**src/inc/gwb_pkg.sv**
```systemverilog
package gwb_pkg;

  // Core clock frequency in Hz and period in ns.
  localparam int unsigned CLK_HZ        = 10_000_000;
  localparam int unsigned CLK_NS        = 100;

  // Wake hold time in ms and the derived least count of cycles.
  localparam int unsigned WAKE_HOLD_MS  = 10;
  localparam int unsigned WAKE_HOLD_CYC = (WAKE_HOLD_MS * 1_000_000 + CLK_NS - 1) / CLK_NS;

  // Startup strap window in ms and its count of cycles.
  localparam int unsigned BOOT_WIN_MS   = 50;
  localparam int unsigned BOOT_WIN_CYC  = (BOOT_WIN_MS * 1_000_000 + CLK_NS - 1) / CLK_NS;

  // One second of cycles and the timing pulse width.
  localparam int unsigned PPS_PERIOD_MS = 1000;
  localparam int unsigned PPS_PERIOD_CYC = (PPS_PERIOD_MS / 1000) * CLK_HZ;
  localparam int unsigned PPS_HIGH_MS   = 100;
  localparam int unsigned PPS_HIGH_CYC  = (PPS_HIGH_MS * 1_000_000) / CLK_NS;

  typedef enum logic [1:0] {
    GWB_ST_STARTUP,
    GWB_ST_RUN,
    GWB_ST_STANDBY,
    GWB_ST_BOOTDL
  } gwb_state_t;

  // Standby request from the command decoder.
  typedef struct packed {
    logic        req;
    logic        timed;
    logic [31:0] cycles;
  } gwb_stby_cmd_t;

endpackage

```
**src/rtl/gwb_pps_gen.sv**
```systemverilog
`timescale 1ns/1ps
`default_nettype none
module gwb_pps_gen #(
  parameter int unsigned PERIOD = gwb_pkg::PPS_PERIOD_CYC,
  parameter int unsigned HIGH   = gwb_pkg::PPS_HIGH_CYC
) (
  input  wire logic core_clk,
  input  wire logic nrst,
  input  wire logic run,
  output logic      pulse_q
);
  import gwb_pkg::*;

  logic [31:0] cnt_q;
  wire         wrap  = (cnt_q == 32'(PERIOD - 1));
  wire  [31:0] cnt_d = !run ? 32'(PERIOD - 1) : (wrap ? 32'h0000_0000 : cnt_q + 32'h0000_0001);

  // Idle parks the count on its last value, so the first running cycle wraps at once.
  // Every rising edge, the first one too, then marks a full second.
  always_ff @(posedge core_clk or negedge nrst) begin
    if (!nrst) begin
      cnt_q   <= 32'(PERIOD - 1);
      pulse_q <= 1'b0;
    end else begin
      cnt_q   <= cnt_d;
      pulse_q <= run && (cnt_d < 32'(HIGH));
    end
  end

  pps_period_a: assert property (@(posedge core_clk) disable iff (!nrst)
    $rose(pulse_q) |-> $past(cnt_q) == 32'(PERIOD - 1))
    else $error("Timing pulse rose away from a second boundary.");
  pps_width_a: assert property (@(posedge core_clk) disable iff (!nrst)
    $fell(pulse_q) |-> $past(cnt_q) == 32'(HIGH - 1) || !$past(run))
    else $error("Timing pulse ended early.");
endmodule
`default_nettype wire

```
**src/rtl/gwb_wake_boot.sv**
```systemverilog
// Functional notes
// Wake held high 10 ms leaves standby.
// Host keeps wake low while running.
// Boot strap high 50 ms selects download.
// Undriven boot strap reads low, normal start.
// One timing pulse per second, rising edge.
// Host keeps timing pulse low at startup.
// RF supply off in backup mode.
// Warning output driven only with valid supply.
// Standby by command; exit wake or timeout.
// Wake must be low when standby commanded.
// Reset low holds; release restarts with strap.
`timescale 1ns/1ps
`default_nettype none
module gwb_wake_boot #(
  parameter int unsigned WAKE_CYC   = gwb_pkg::WAKE_HOLD_CYC,
  parameter int unsigned BOOT_CYC   = gwb_pkg::BOOT_WIN_CYC,
  parameter int unsigned PPS_PERIOD = gwb_pkg::PPS_PERIOD_CYC,
  parameter int unsigned PPS_HIGH   = gwb_pkg::PPS_HIGH_CYC
) (
  input  wire logic                   core_clk,
  input  wire logic                   nrst,
  input  wire logic                   standby_wake_input,
  input  wire logic                   boot_select,
  input  wire logic                   main_supply_ok,
  input  wire logic                   backup_mode,
  input  wire logic                   warning_event,
  input  wire gwb_pkg::gwb_stby_cmd_t forced_standby_command,
  output logic                        second_timing_pulse,
  output logic                        rf_supply_output,
  output logic                        warning_indicator_out,
  output logic                        warning_indicator_oe,
  output logic                        boot_download_mode,
  output logic                        standby_active
);
  import gwb_pkg::*;

  gwb_state_t  state_q;
  gwb_state_t  state_d;
  logic [31:0] wake_cnt_q;
  logic [31:0] boot_cnt_q;
  logic [31:0] win_cnt_q;
  logic [31:0] stby_cnt_q;
  logic        stby_timed_q;
  logic        boot_seen_q;
  logic        pps_pulse;

  // A floating strap is modelled as low by the internal pull-down.
  wire boot_hi      = (boot_select === 1'b1);
  wire win_done     = (win_cnt_q == 32'(BOOT_CYC - 1));
  wire boot_hit     = boot_seen_q || (boot_cnt_q == 32'(BOOT_CYC - 1) && boot_hi);
  wire wake_done    = (wake_cnt_q == 32'(WAKE_CYC - 1)) && standby_wake_input;
  wire stby_expired = stby_timed_q && (stby_cnt_q == 32'h0000_0001);
  wire stby_go      = forced_standby_command.req && !standby_wake_input;
  wire running      = (state_q == GWB_ST_RUN);

  // Download mode is left only through reset; standby only by wake or its own timer.
  always_comb begin
    state_d = state_q;
    unique case (state_q)
      GWB_ST_STARTUP: begin
        if (win_done) begin
          state_d = boot_hit ? GWB_ST_BOOTDL : GWB_ST_RUN;
        end
      end
      GWB_ST_RUN: begin
        if (stby_go) begin
          state_d = GWB_ST_STANDBY;
        end
      end
      GWB_ST_STANDBY: begin
        if (wake_done || stby_expired) begin
          state_d = GWB_ST_RUN;
        end
      end
      GWB_ST_BOOTDL: begin
        state_d = GWB_ST_BOOTDL;
      end
    endcase
  end

  // Reset holds the startup state; release reruns the strap window.
  always_ff @(posedge core_clk or negedge nrst) begin
    if (!nrst) begin
      state_q <= GWB_ST_STARTUP;
    end else begin
      state_q <= state_d;
    end
  end

  // Strap window: the strap must be high for the whole window to select download.
  always_ff @(posedge core_clk or negedge nrst) begin
    if (!nrst) begin
      win_cnt_q   <= 32'h0000_0000;
      boot_cnt_q  <= 32'h0000_0000;
      boot_seen_q <= 1'b0;
    end else if (state_q == GWB_ST_STARTUP) begin
      win_cnt_q   <= win_cnt_q + 32'h0000_0001;
      boot_cnt_q  <= boot_hi ? boot_cnt_q + 32'h0000_0001 : 32'h0000_0000;
      boot_seen_q <= boot_hit;
    end
  end

  // Wake hold counter: counts consecutive high cycles in standby only.
  always_ff @(posedge core_clk or negedge nrst) begin
    if (!nrst) begin
      wake_cnt_q <= 32'h0000_0000;
    end else if (state_q == GWB_ST_STANDBY && standby_wake_input && !wake_done) begin
      wake_cnt_q <= wake_cnt_q + 32'h0000_0001;
    end else begin
      wake_cnt_q <= 32'h0000_0000;
    end
  end

  // Standby duration from the command; zero means wait for wake only.
  always_ff @(posedge core_clk or negedge nrst) begin
    if (!nrst) begin
      stby_cnt_q   <= 32'h0000_0000;
      stby_timed_q <= 1'b0;
    end else if (running && stby_go) begin
      stby_cnt_q   <= forced_standby_command.cycles;
      stby_timed_q <= forced_standby_command.timed && (forced_standby_command.cycles != 32'h0);
    end else if (state_q == GWB_ST_STANDBY && stby_cnt_q != 32'h0000_0000) begin
      stby_cnt_q   <= stby_cnt_q - 32'h0000_0001;
    end
  end

  // The pulse generator counts only in normal operation; standby and download keep it low.
  gwb_pps_gen #(
    .PERIOD (PPS_PERIOD),
    .HIGH   (PPS_HIGH)
  ) gwb_pps_gen_i (
    .core_clk (core_clk),
    .nrst     (nrst),
    .run      (running),
    .pulse_q  (pps_pulse)
  );

  // Outputs are all registered.
  always_ff @(posedge core_clk or negedge nrst) begin
    if (!nrst) begin
      second_timing_pulse   <= 1'b0;
      rf_supply_output      <= 1'b0;
      warning_indicator_out <= 1'b0;
      warning_indicator_oe  <= 1'b0;
      boot_download_mode    <= 1'b0;
      standby_active        <= 1'b0;
    end else begin
      second_timing_pulse   <= pps_pulse;
      rf_supply_output      <= main_supply_ok && !backup_mode;
      warning_indicator_out <= main_supply_ok && warning_event;
      warning_indicator_oe  <= main_supply_ok;
      boot_download_mode    <= (state_q == GWB_ST_BOOTDL);
      standby_active        <= (state_q == GWB_ST_STANDBY);
    end
  end

  wake_exit_a: assert property (@(posedge core_clk) disable iff (!nrst)
    (state_q == GWB_ST_STANDBY && wake_done) |=> state_q == GWB_ST_RUN)
    else $error("Held wake did not leave standby.");
  wake_short_a: assert property (@(posedge core_clk) disable iff (!nrst)
    (state_q == GWB_ST_STANDBY && !standby_wake_input && !stby_expired)
      |=> state_q == GWB_ST_STANDBY)
    else $error("Standby left without wake or timeout.");
  boot_sel_a: assert property (@(posedge core_clk) disable iff (!nrst)
    (state_q == GWB_ST_STARTUP && win_done && boot_hit) |=> state_q == GWB_ST_BOOTDL)
    else $error("Strap high did not select download.");
  boot_low_a: assert property (@(posedge core_clk) disable iff (!nrst)
    (state_q == GWB_ST_STARTUP && win_done && !boot_hit) |=> state_q == GWB_ST_RUN)
    else $error("Low strap did not start normal mode.");
  pps_idle_a: assert property (@(posedge core_clk) disable iff (!nrst)
    (state_q != GWB_ST_RUN) |-> ##2 !second_timing_pulse || $past(running, 2))
    else $error("Timing pulse outside normal operation.");
  rf_off_a: assert property (@(posedge core_clk) disable iff (!nrst)
    backup_mode |=> !rf_supply_output)
    else $error("RF supply on in backup mode.");
  warn_supply_a: assert property (@(posedge core_clk) disable iff (!nrst)
    !main_supply_ok |=> !warning_indicator_oe && !warning_indicator_out)
    else $error("Warning driven without valid supply.");
  stby_enter_a: assert property (@(posedge core_clk) disable iff (!nrst)
    (running && forced_standby_command.req && standby_wake_input) |=> state_q == GWB_ST_RUN)
    else $error("Standby entered with wake high.");
  stby_time_a: assert property (@(posedge core_clk) disable iff (!nrst)
    (state_q == GWB_ST_STANDBY && stby_expired) |=> state_q == GWB_ST_RUN)
    else $error("Standby timeout did not resume operation.");
  rst_restart_a: assert property (@(posedge core_clk)
    $rose(nrst) |-> state_q == GWB_ST_STARTUP)
    else $error("Reset release not in startup.");

  // The startup window runs in full and download mode holds until reset.
  start_hold_a: assert property (@(posedge core_clk) disable iff (!nrst)
    (state_q == GWB_ST_STARTUP && !win_done) |=> state_q == GWB_ST_STARTUP)
    else $error("Startup window cut short.");
  boot_stay_a: assert property (@(posedge core_clk) disable iff (!nrst)
    boot_download_mode |=> boot_download_mode)
    else $error("Download mode left without reset.");
  boot_late_a: assert property (@(posedge core_clk) disable iff (!nrst)
    (state_q == GWB_ST_RUN || state_q == GWB_ST_STANDBY) |=> state_q != GWB_ST_BOOTDL)
    else $error("Strap acted after the startup window.");

  // Standby starts only on a command and ends only on a full wake hold or its timer.
  stby_req_a: assert property (@(posedge core_clk) disable iff (!nrst)
    (state_q == GWB_ST_RUN && !forced_standby_command.req) |=> state_q != GWB_ST_STANDBY)
    else $error("Standby entered without a command.");
  stby_flag_a: assert property (@(posedge core_clk) disable iff (!nrst)
    (state_q == GWB_ST_STANDBY) |=> standby_active)
    else $error("Standby not reported.");
  wake_early_a: assert property (@(posedge core_clk) disable iff (!nrst)
    (state_q == GWB_ST_STANDBY && wake_cnt_q != 32'(WAKE_CYC - 1) && !stby_expired)
      |=> state_q == GWB_ST_STANDBY)
    else $error("Standby left before the wake hold time.");

  // The timing pulse only follows normal operation, two cycles late.
  pps_run_a: assert property (@(posedge core_clk) disable iff (!nrst)
    second_timing_pulse |-> $past(running, 2))
    else $error("Timing pulse without normal operation.");

  // The supply and warning outputs follow valid inputs one cycle late.
  rf_on_a: assert property (@(posedge core_clk) disable iff (!nrst)
    (main_supply_ok && !backup_mode) |=> rf_supply_output)
    else $error("RF supply off outside backup mode.");
  warn_drive_a: assert property (@(posedge core_clk) disable iff (!nrst)
    (main_supply_ok && warning_event) |=> warning_indicator_oe && warning_indicator_out)
    else $error("Warning not driven with valid supply.");
endmodule
`default_nettype wire

```
**config.mk**
```make
export PLATFORM = sky130hd
export DESIGN_NAME = gwb_wake_boot
export DESIGN_NICKNAME = d
export VERILOG_FILES = /design/src/inc/gwb_pkg.sv /design/src/rtl/gwb_pps_gen.sv /design/src/rtl/gwb_wake_boot.sv
export SDC_FILE = /design/constraint.sdc
export NUM_CORES = 1
export LEC_CHECK = 0
export BUFFER_PORTS_ARGS = -buffer_cell sky130_fd_sc_hd__buf_2
export CELL_PAD_IN_SITES_DETAIL_PLACEMENT = 1
export CELL_PAD_IN_SITES_GLOBAL_PLACEMENT = 1
export CORE_MARGIN = 1.5
export CORE_UTILIZATION = 43
export CTS_CLUSTER_SIZE = 10
export DETAILED_ROUTE_END_ITERATION = 16
export PLACE_DENSITY = 0.76
export REMOVE_ABC_BUFFERS = 1
export SLEW_MARGIN = 5
export SYNTH_ARGS = -nofsm -noshare
export SYNTH_HDL_FRONTEND = slang
export SYNTH_HIERARCHICAL = 1
export SYNTH_SLANG_ARGS = --single-unit
```
**constraint.sdc**
```tcl
create_clock -name core_clk -period 2.8 [get_ports core_clk]
set_input_delay 0.56 -clock core_clk [delete_from_list [all_inputs] [get_ports core_clk]]
set_output_delay 0.56 -clock core_clk [all_outputs]
set_load 0.02 [all_outputs]
```
==> reports/qor.csv, run 1 <==
metric,value,unit
Die Area,22800,sq um
Worst VDD drop,0.000351,V
sum of negative setup slack,0,ns
Num Clock Sinks,171,
boundary pin count,47,
fin nets,1115,
Yosys cell types,72,
vias in the first global route,8388,
FILL cells,2480,
"non-filler cells, final",1361,
IO buf count,46,
Core Area,21700,sq um
Routed Wire Length,25.6,mm
post-synth top area cell,dfrtp_1,
WL/cell,18.8,microns
clk slew on worst S/H paths,0.07,ns
final core utilization,49.6,%
Critical R2R Launch,stby_cnt_q[0],
Post-synth top flop,dfrtp_1,
worst slew pin tran,0.688,ns
worst reg2reg path depth,8,
"Seq/Total Area, Yosys",45.5,%
RSZ-0062 raised after global routing,false,
Vias/cell,5.94,
nature of the critical path startpoint,flop,
Worst EP required,3.12,ns
P_leak,0.00414,uW
Setup CP Type,reg2reg,
via count,8089,
placer congestion estimate,0.842,
H-tree levels,4,
CP max FO,15,
CTS max path bufs,2,
Slew headroom,54.0,%
first-pass GRT wire length,42.6,mm
Final setup viols,0,
hold crit path type,in2async,
# DRC,0,
Post-synth EDFFs,0,
CTS tree,yes,
CP Capture Type,flop,
Worst-Skew Late Latency,0.43,ns
setup bufs post-CTS,0,
share of cells above drive strength 1,14.4,%
diode count,0,
initial drt markers,388,
period utilization,92.8,%
gr usage total,23.5,%
Worst path slowest cell,or3b_2,
FF-to-FF End,stby_cnt_q[11],
max incr delay on CP,0.53,ns
DP HPWL,18.2,mm
synth warn,6,
Synth Area per Inst,9.35,sq um
Yosys reg bits,171,
Root Buffer,clkbuf_16,
status,"complete, no violations",
initial antenna violation count,0,
Area Overhead vs Synth,13.9,%
pre-CTS WS,0.177,ns
"Cell Area, Synth",9430,sq um
r2r setup slk,0.20,ns
max_cap viols,0,
"critical path, cell by cell","inv_1, ha_1, or3b_2, nor4_2, a21o_1, buf_4, nor4_1, a221o_1",
Final Worst Setup Slack,0.200,ns
hold buffers post-CTS,0,
Async SR Flop Fraction,100,%
initial core utilization,43.5,%
Max Slew Vio Count,0,
fmax,0.385,GHz
Critical Path AT,2.92,ns
final worst path period need,2.60,ns
Die X,151,microns
antenna-violating nets left,0,
most common cell in the netlist,dfrtp_1,
site row count,54,
Pre-Repair DR Iteration Count,5,
top post-synthesis cells by count,"dfrtp_1 (157), nor2_1 (102), nand2_1 (88), xnor2_1 (79), nand3_1 (62)",
CTS Buf Count,17,
total gr overflow,0,
most area-consuming cells after synthesis,"dfrtp_1 (42%), xnor2_1 (7.3%), nor2_1 (4.1%)",
Final Hold Fails,0,
pin count of the biggest net entering global routing,60,
Synth top area share,41.7,%
placed insts,1329,
Pwr Density,465,nW/um^2
Synth Instances,1009,
Setup Skew,0.0111,ns
Die Height,151,microns
==> power by group <==
group	internal (uW)	leakage [uW]	switching (uW)
sequential	2480	0.00220	3.62
clock	1350	0.000287	1040
combinational	37.0	0.00165	88.7
total	3870	0.00414	1130
==> repair_timing <==
| item | CTS | global route |
|---|---|---|
| endpoints found under the hold margin | 0 | 0 |
| setup endpoints to repair | 0 | 1 |
| gates resized for setup | 0 | 1 |
==> how the worst max path moves through the flow <==
stage | from | endpoint | cells after the start
final | stby_cnt_q[0] | stby_cnt_q[11] | 8
after global placement | gwb_pps_gen_i/cnt_q[0] | gwb_pps_gen_i/pulse_q | 8
after global routing | gwb_pps_gen_i/cnt_q[0] | gwb_pps_gen_i/pulse_q | 8
after floorplan | standby_wake_input | stby_cnt_q[19] | 4
after detailed placement | gwb_pps_gen_i/cnt_q[0] | gwb_pps_gen_i/pulse_q | 8
after CTS | gwb_pps_gen_i/cnt_q[0] | gwb_pps_gen_i/pulse_q | 8
==> critical path, delay by kind of cell (launching register included) <==
kind                     cells  cell delay, ns
flip-flops                   1            0.45
AO/OA/AOI/OAI                2            0.50
buffers and inverters        2            0.30
adder cells (fa/ha/maj)      1            0.19
AND/OR/NAND/NOR              3            1.05
==> placed cells by master, fill, tap and decap left out, drive strengths merged, types with 6 or more instances in the layout <==
master and n:
and4 20, or3 19, nor3 32, xnor2 79, a21o 6, or2 7, o211ai 10, o311ai 9
nand2 88, and3 16, or4 25, a221o 7, dfstp 14, nor4 59, nor2 102, and2 9
a31oi 8, dfrtp 157, a21oi 18, nand2b 6, nand3 62, nor4b 8, nand4 43, clkbuf 20
ha 6, buf 87, o21ai 35, inv 30, xor2 32
==> registers in the layout (all words and copies together) (netlist names) <==
register	flops
gwb_pps_gen_i/pulse_q	1
standby_active	1
state_q	2
wake_cnt_q	32
rf_supply_output	1
gwb_pps_gen_i/cnt_q	32
boot_seen_q	1
warning_indicator_oe	1
boot_download_mode	1
boot_cnt_q	32
second_timing_pulse	1
warning_indicator_out	1
stby_cnt_q	32
win_cnt_q	32
stby_timed_q	1
==> layer usage <==
metal / share of wire (%) / GRT usage, % / vias up
li1: - / - / 3824
met1: 46 / 30.9 / 4095
met2: 50 / 39.9 / 133
met3: 2.7 / 3.77 / 37
met4: 1.7 / 6.50 / 0
met5: 0 / 0 / -
==> per-stage QoR <==
step           cell area, sq um  hold slack (ns)  power, uW
6_report                  10700           0.0949       5000
5_1_grt                   10700            0.120       5170
4_1_cts                   10700            0.118       5070
3_5_place_dp              10200            0.373       2660
3_3_place_gp              10200            0.366       2650
2_1_floorplan              9220            0.264       2540
==> logic make-up after synthesis <==
logic type | after synthesis | share of synthesized area, %
AND/OR/NAND/NOR | 517 | 30.3
multiplexers | 6 | 0.650
XOR/XNOR | 111 | 10.3
AO/OA/AOI/OAI | 126 | 9.14
adder cells (fa/ha/maj) | 6 | 0.796
buffers and inverters | 72 | 3.25
flip-flops | 171 | 45.5
==> area by class of cell <==
| cell class | count | area, sq um | area share, % |
|---|---|---|---|
| clock inverter | 12 | 138 | 1.28 |
| tap | 280 | 350 | 3.26 |
| clock buffer | 20 | 447 | 4.16 |
| multi-input combinational | 766 | 4840 | 45.0 |
| inverter | 25 | 93.8 | 0.873 |
| timing repair buffer | 87 | 582 | 5.41 |
| sequential | 171 | 4300 | 40.0 |
Power figures use the tool's default switching activity.
==> run 2, diff against run 1 <==
--- a/config.mk
+++ b/config.mk
@@ -5,6 +5,7 @@
 export SDC_FILE = /design/constraint.sdc
 export NUM_CORES = 1
 export LEC_CHECK = 0
+export ABC_AREA = 1
 export BUFFER_PORTS_ARGS = -buffer_cell sky130_fd_sc_hd__buf_2
 export CELL_PAD_IN_SITES_DETAIL_PLACEMENT = 1
 export CELL_PAD_IN_SITES_GLOBAL_PLACEMENT = 1
@@ -12,7 +13,7 @@
 export CORE_UTILIZATION = 43
 export CTS_CLUSTER_SIZE = 10
 export DETAILED_ROUTE_END_ITERATION = 16
-export PLACE_DENSITY = 0.76
+export PLACE_DENSITY = 0.8
 export REMOVE_ABC_BUFFERS = 1
 export SLEW_MARGIN = 5
 export SYNTH_ARGS = -nofsm -noshare
==> run 2 against run 1 <==
  * Cell count rose by 50%
  * Clock-buffer cell count fell by 3
  * Design area rose by 14%
  * Combinational power rose by 9%
  * Routed wire length rose by 27%
  * Die area rose by 16%
  * Critical path type unchanged
  * Critical endpoint is now gwb_pps_gen_i/pulse_q
  * Largest cell class unchanged
  * Largest power group unchanged
  * Highest routed layer unchanged
==> reports/qor.csv, run 2 <==
metric,value,unit,change
post-synth top area cell,dfrtp_1,,
sw frac,25.1,%,+2.5 points
fmax,0.462,GHz,+20%
Slew headroom,61.4,%,+7.4 points
cts repair resizes,0,,unchanged
"commonest non-fill, non-tap cell in the layout",nand2_1,,
total gr overflow,0,,unchanged
pin count of the biggest net entering global routing,60,,unchanged
Area Overhead vs Synth,11.3,%,
r2r setup slk,0.64,ns,+0.44 ns
H-tree levels,4,,unchanged
synth warn,6,,unchanged
Post-synth EDFFs,0,,unchanged
"Cell Area, Synth",11000,sq um,+16%
Final setup viols,0,,unchanged
# DRC,0,,unchanged
clk slew on worst S/H paths,0.08,ns,about the same
Max Slew Vio Count,0,,unchanged
Pint,3800,uW,-1.8%
Die X,163,microns,+7.7%
final worst path period need,2.16,ns,-0.436 ns
Worst VDD drop,0.000276,V,-21%
Worst EP required,3.17,ns,+0.05 ns
combinational power share,2.7,%,+0.2 points
nature of the critical path startpoint,flop,,
Yosys cell types,40,,-44%
sum of negative setup slack,0,ns,unchanged
CTS tree,yes,,
CTS Buf Count,17,,unchanged
DP HPWL,24.9,mm,+36%
Pre-Repair DR Iteration Count,5,,unchanged
worst slew pin tran,0.577,ns,-0.111 ns
Root Buffer,clkbuf_16,,
hold crit path type,in2async,,
Critical Path AT,2.53,ns,-0.39 ns
placer congestion estimate,0.915,,+8.6%
Num Clock Sinks,171,,unchanged
P_leak,0.00548,uW,+32%
placed insts,2006,,+51%
top post-synthesis cells by count,"nand2_1 (511), nor2_1 (318), inv_1 (186), dfrtp_1 (157), nand3_1 (135)",,
site row count,58,,+7.4%
Die Height,163,microns,+7.7%
CP max FO,9,,-6
Yosys reg bits,171,,unchanged
Psw,1280,uW,+12%
initial drt markers,456,,+18%
Pwr Density,415,nW/um^2,-11%
via count,10600,,+31%
Setup Skew,0.0153,ns,+0.00425 ns
Final Hold Fails,0,,unchanged
Vias/cell,5.20,,-13%
share of cells above drive strength 1,9.89,%,-4.5 points
setup bufs post-CTS,0,,unchanged
Clk pwr share,48.4,%,+0.5 points
"non-filler cells, final",2038,,+50%
initial core utilization,43.7,%,+0.21 points
CTS max path bufs,2,,unchanged
initial antenna violation count,0,,unchanged
Die Area,26500,sq um,+16%
Synth Instances,1637,,+62%
Setup CP Type,reg2reg,,
period utilization,77.3,%,-16 points
Flop pwr share,48.9,%,-0.7 points
most common cell in the netlist,nand2_1,,
IO buf count,46,,unchanged
"Seq/Total Area, Yosys",39.2,%,-6.4 points
Synth Area per Inst,6.70,sq um,-28%
antenna-violating nets left,0,,unchanged
first-pass GRT wire length,54.7,mm,+28%
diode count,0,,unchanged
Routed Wire Length,32.5,mm,+27%
CP Capture Type,flop,,
most area-consuming cells after synthesis,"dfrtp_1 (36%), nand2_1 (17%), nor2_1 (11%)",,
WL/cell,15.9,microns,-15%
gr usage total,25.9,%,+2.4 points
Worst-Skew Late Latency,0.44,ns,about the same
hold buffers post-CTS,0,,unchanged
Post-synth top flop,dfrtp_1,,
highest-count cells in the layout ignoring fill and taps,"nand2_1 (511), nor2_1 (318), inv_1 (186)",,
Synth top area share,35.8,%,-5.9 points
Core Area,25100,sq um,+16%
Async SR Flop Fraction,100,%,unchanged
boundary pin count,47,,unchanged
max_cap viols,0,,unchanged
status,"complete, no violations",,
fin nets,1742,,+56%
vias in the first global route,11000,,+31%
RSZ-0062 raised after global routing,false,,
-- run 2: path summary, 6_finish.rpt --
check,start,end,depth (start not counted)
setup reg to reg,gwb_pps_gen_i/cnt_q[0],gwb_pps_gen_i/pulse_q,11
min in group core_clk,main_supply_ok,warning_indicator_oe,1
hold / removal,nrst,boot_cnt_q[26],1
hold reg to reg,gwb_pps_gen_i/pulse_q,second_timing_pulse,0
max in group asynchronous,nrst,gwb_pps_gen_i/cnt_q[1],2
setup / recovery,gwb_pps_gen_i/cnt_q[0],gwb_pps_gen_i/pulse_q,11
-- run 2: critical path, stage by stage, from the launching register on --
cell and delay (ns):
dfstp_2 0.55, ha_1 0.18, nand2_2 0.10, nor2_8 0.18
nand3_1 0.19, inv_1 0.14, nand3_1 0.09, nand2_1 0.15
nand3_1 0.09, nor2_1 0.14, nand4_1 0.14, a21oi_1 0.13
-- run 2: layout make-up --
cell class / instances / area [sq um]
Clock buffer: 17 / 425
Clock inverter: 15 / 175
Fill cell: 3404 / 12900
Inverter: 194 / 728
Multi-Input combinational cell: 1251 / 5810
Sequential cell: 171 / 4300
Tap cell: 330 / 413
Timing Repair Buffer: 60 / 369
-- run 2: per-layer routing --
layer / wire length (microns) / vias to the layer above / GRT usage [%]
li1: - / 5226 / -
met1: 15500 / 5140 / 35.4
met2: 15400 / 189 / 43.2
met3: 1040 / 38 / 3.03
met4: 535 / 0 / 7.46
met5: 0 / - / 0
-- run 2: kinds of logic after synthesis --
| group | after synthesis | share of synthesized area, % |
|---|---|---|
| xor+xnor | 66 | 5.27 |
| buf+inv | 215 | 7.89 |
| fa+ha+maj | 6 | 0.684 |
| compound gates | 74 | 3.65 |
| flops | 171 | 39.2 |
| simple gates | 1105 | 43.4 |
-- run 2: per-stage QoR --
stage	instance area (sq um)	setup WS, ns	utilization (%)	power, uW	hold WS, ns
after global routing	12200	0.470	48.7	5230	0.140
after floorplan	10800	0.822	-	2560	0.264
after global placement	11600	0.697	46.3	2670	0.357
final	12200	0.637	48.7	5070	0.105
after detailed placement	11600	0.711	46.3	2670	0.376
after CTS	12200	0.677	48.7	5130	0.119
-- run 2: power groups by stage --
stage | Clock (uW) | Combinational [uW] | Sequential (uW)
after detailed placement | 0 | 142 | 2530
after global routing | 2590 | 159 | 2480
after floorplan | 0 | 24.7 | 2530
after CTS | 2500 | 142 | 2480
after global placement | 0 | 139 | 2530
final | 2450 | 137 | 2480
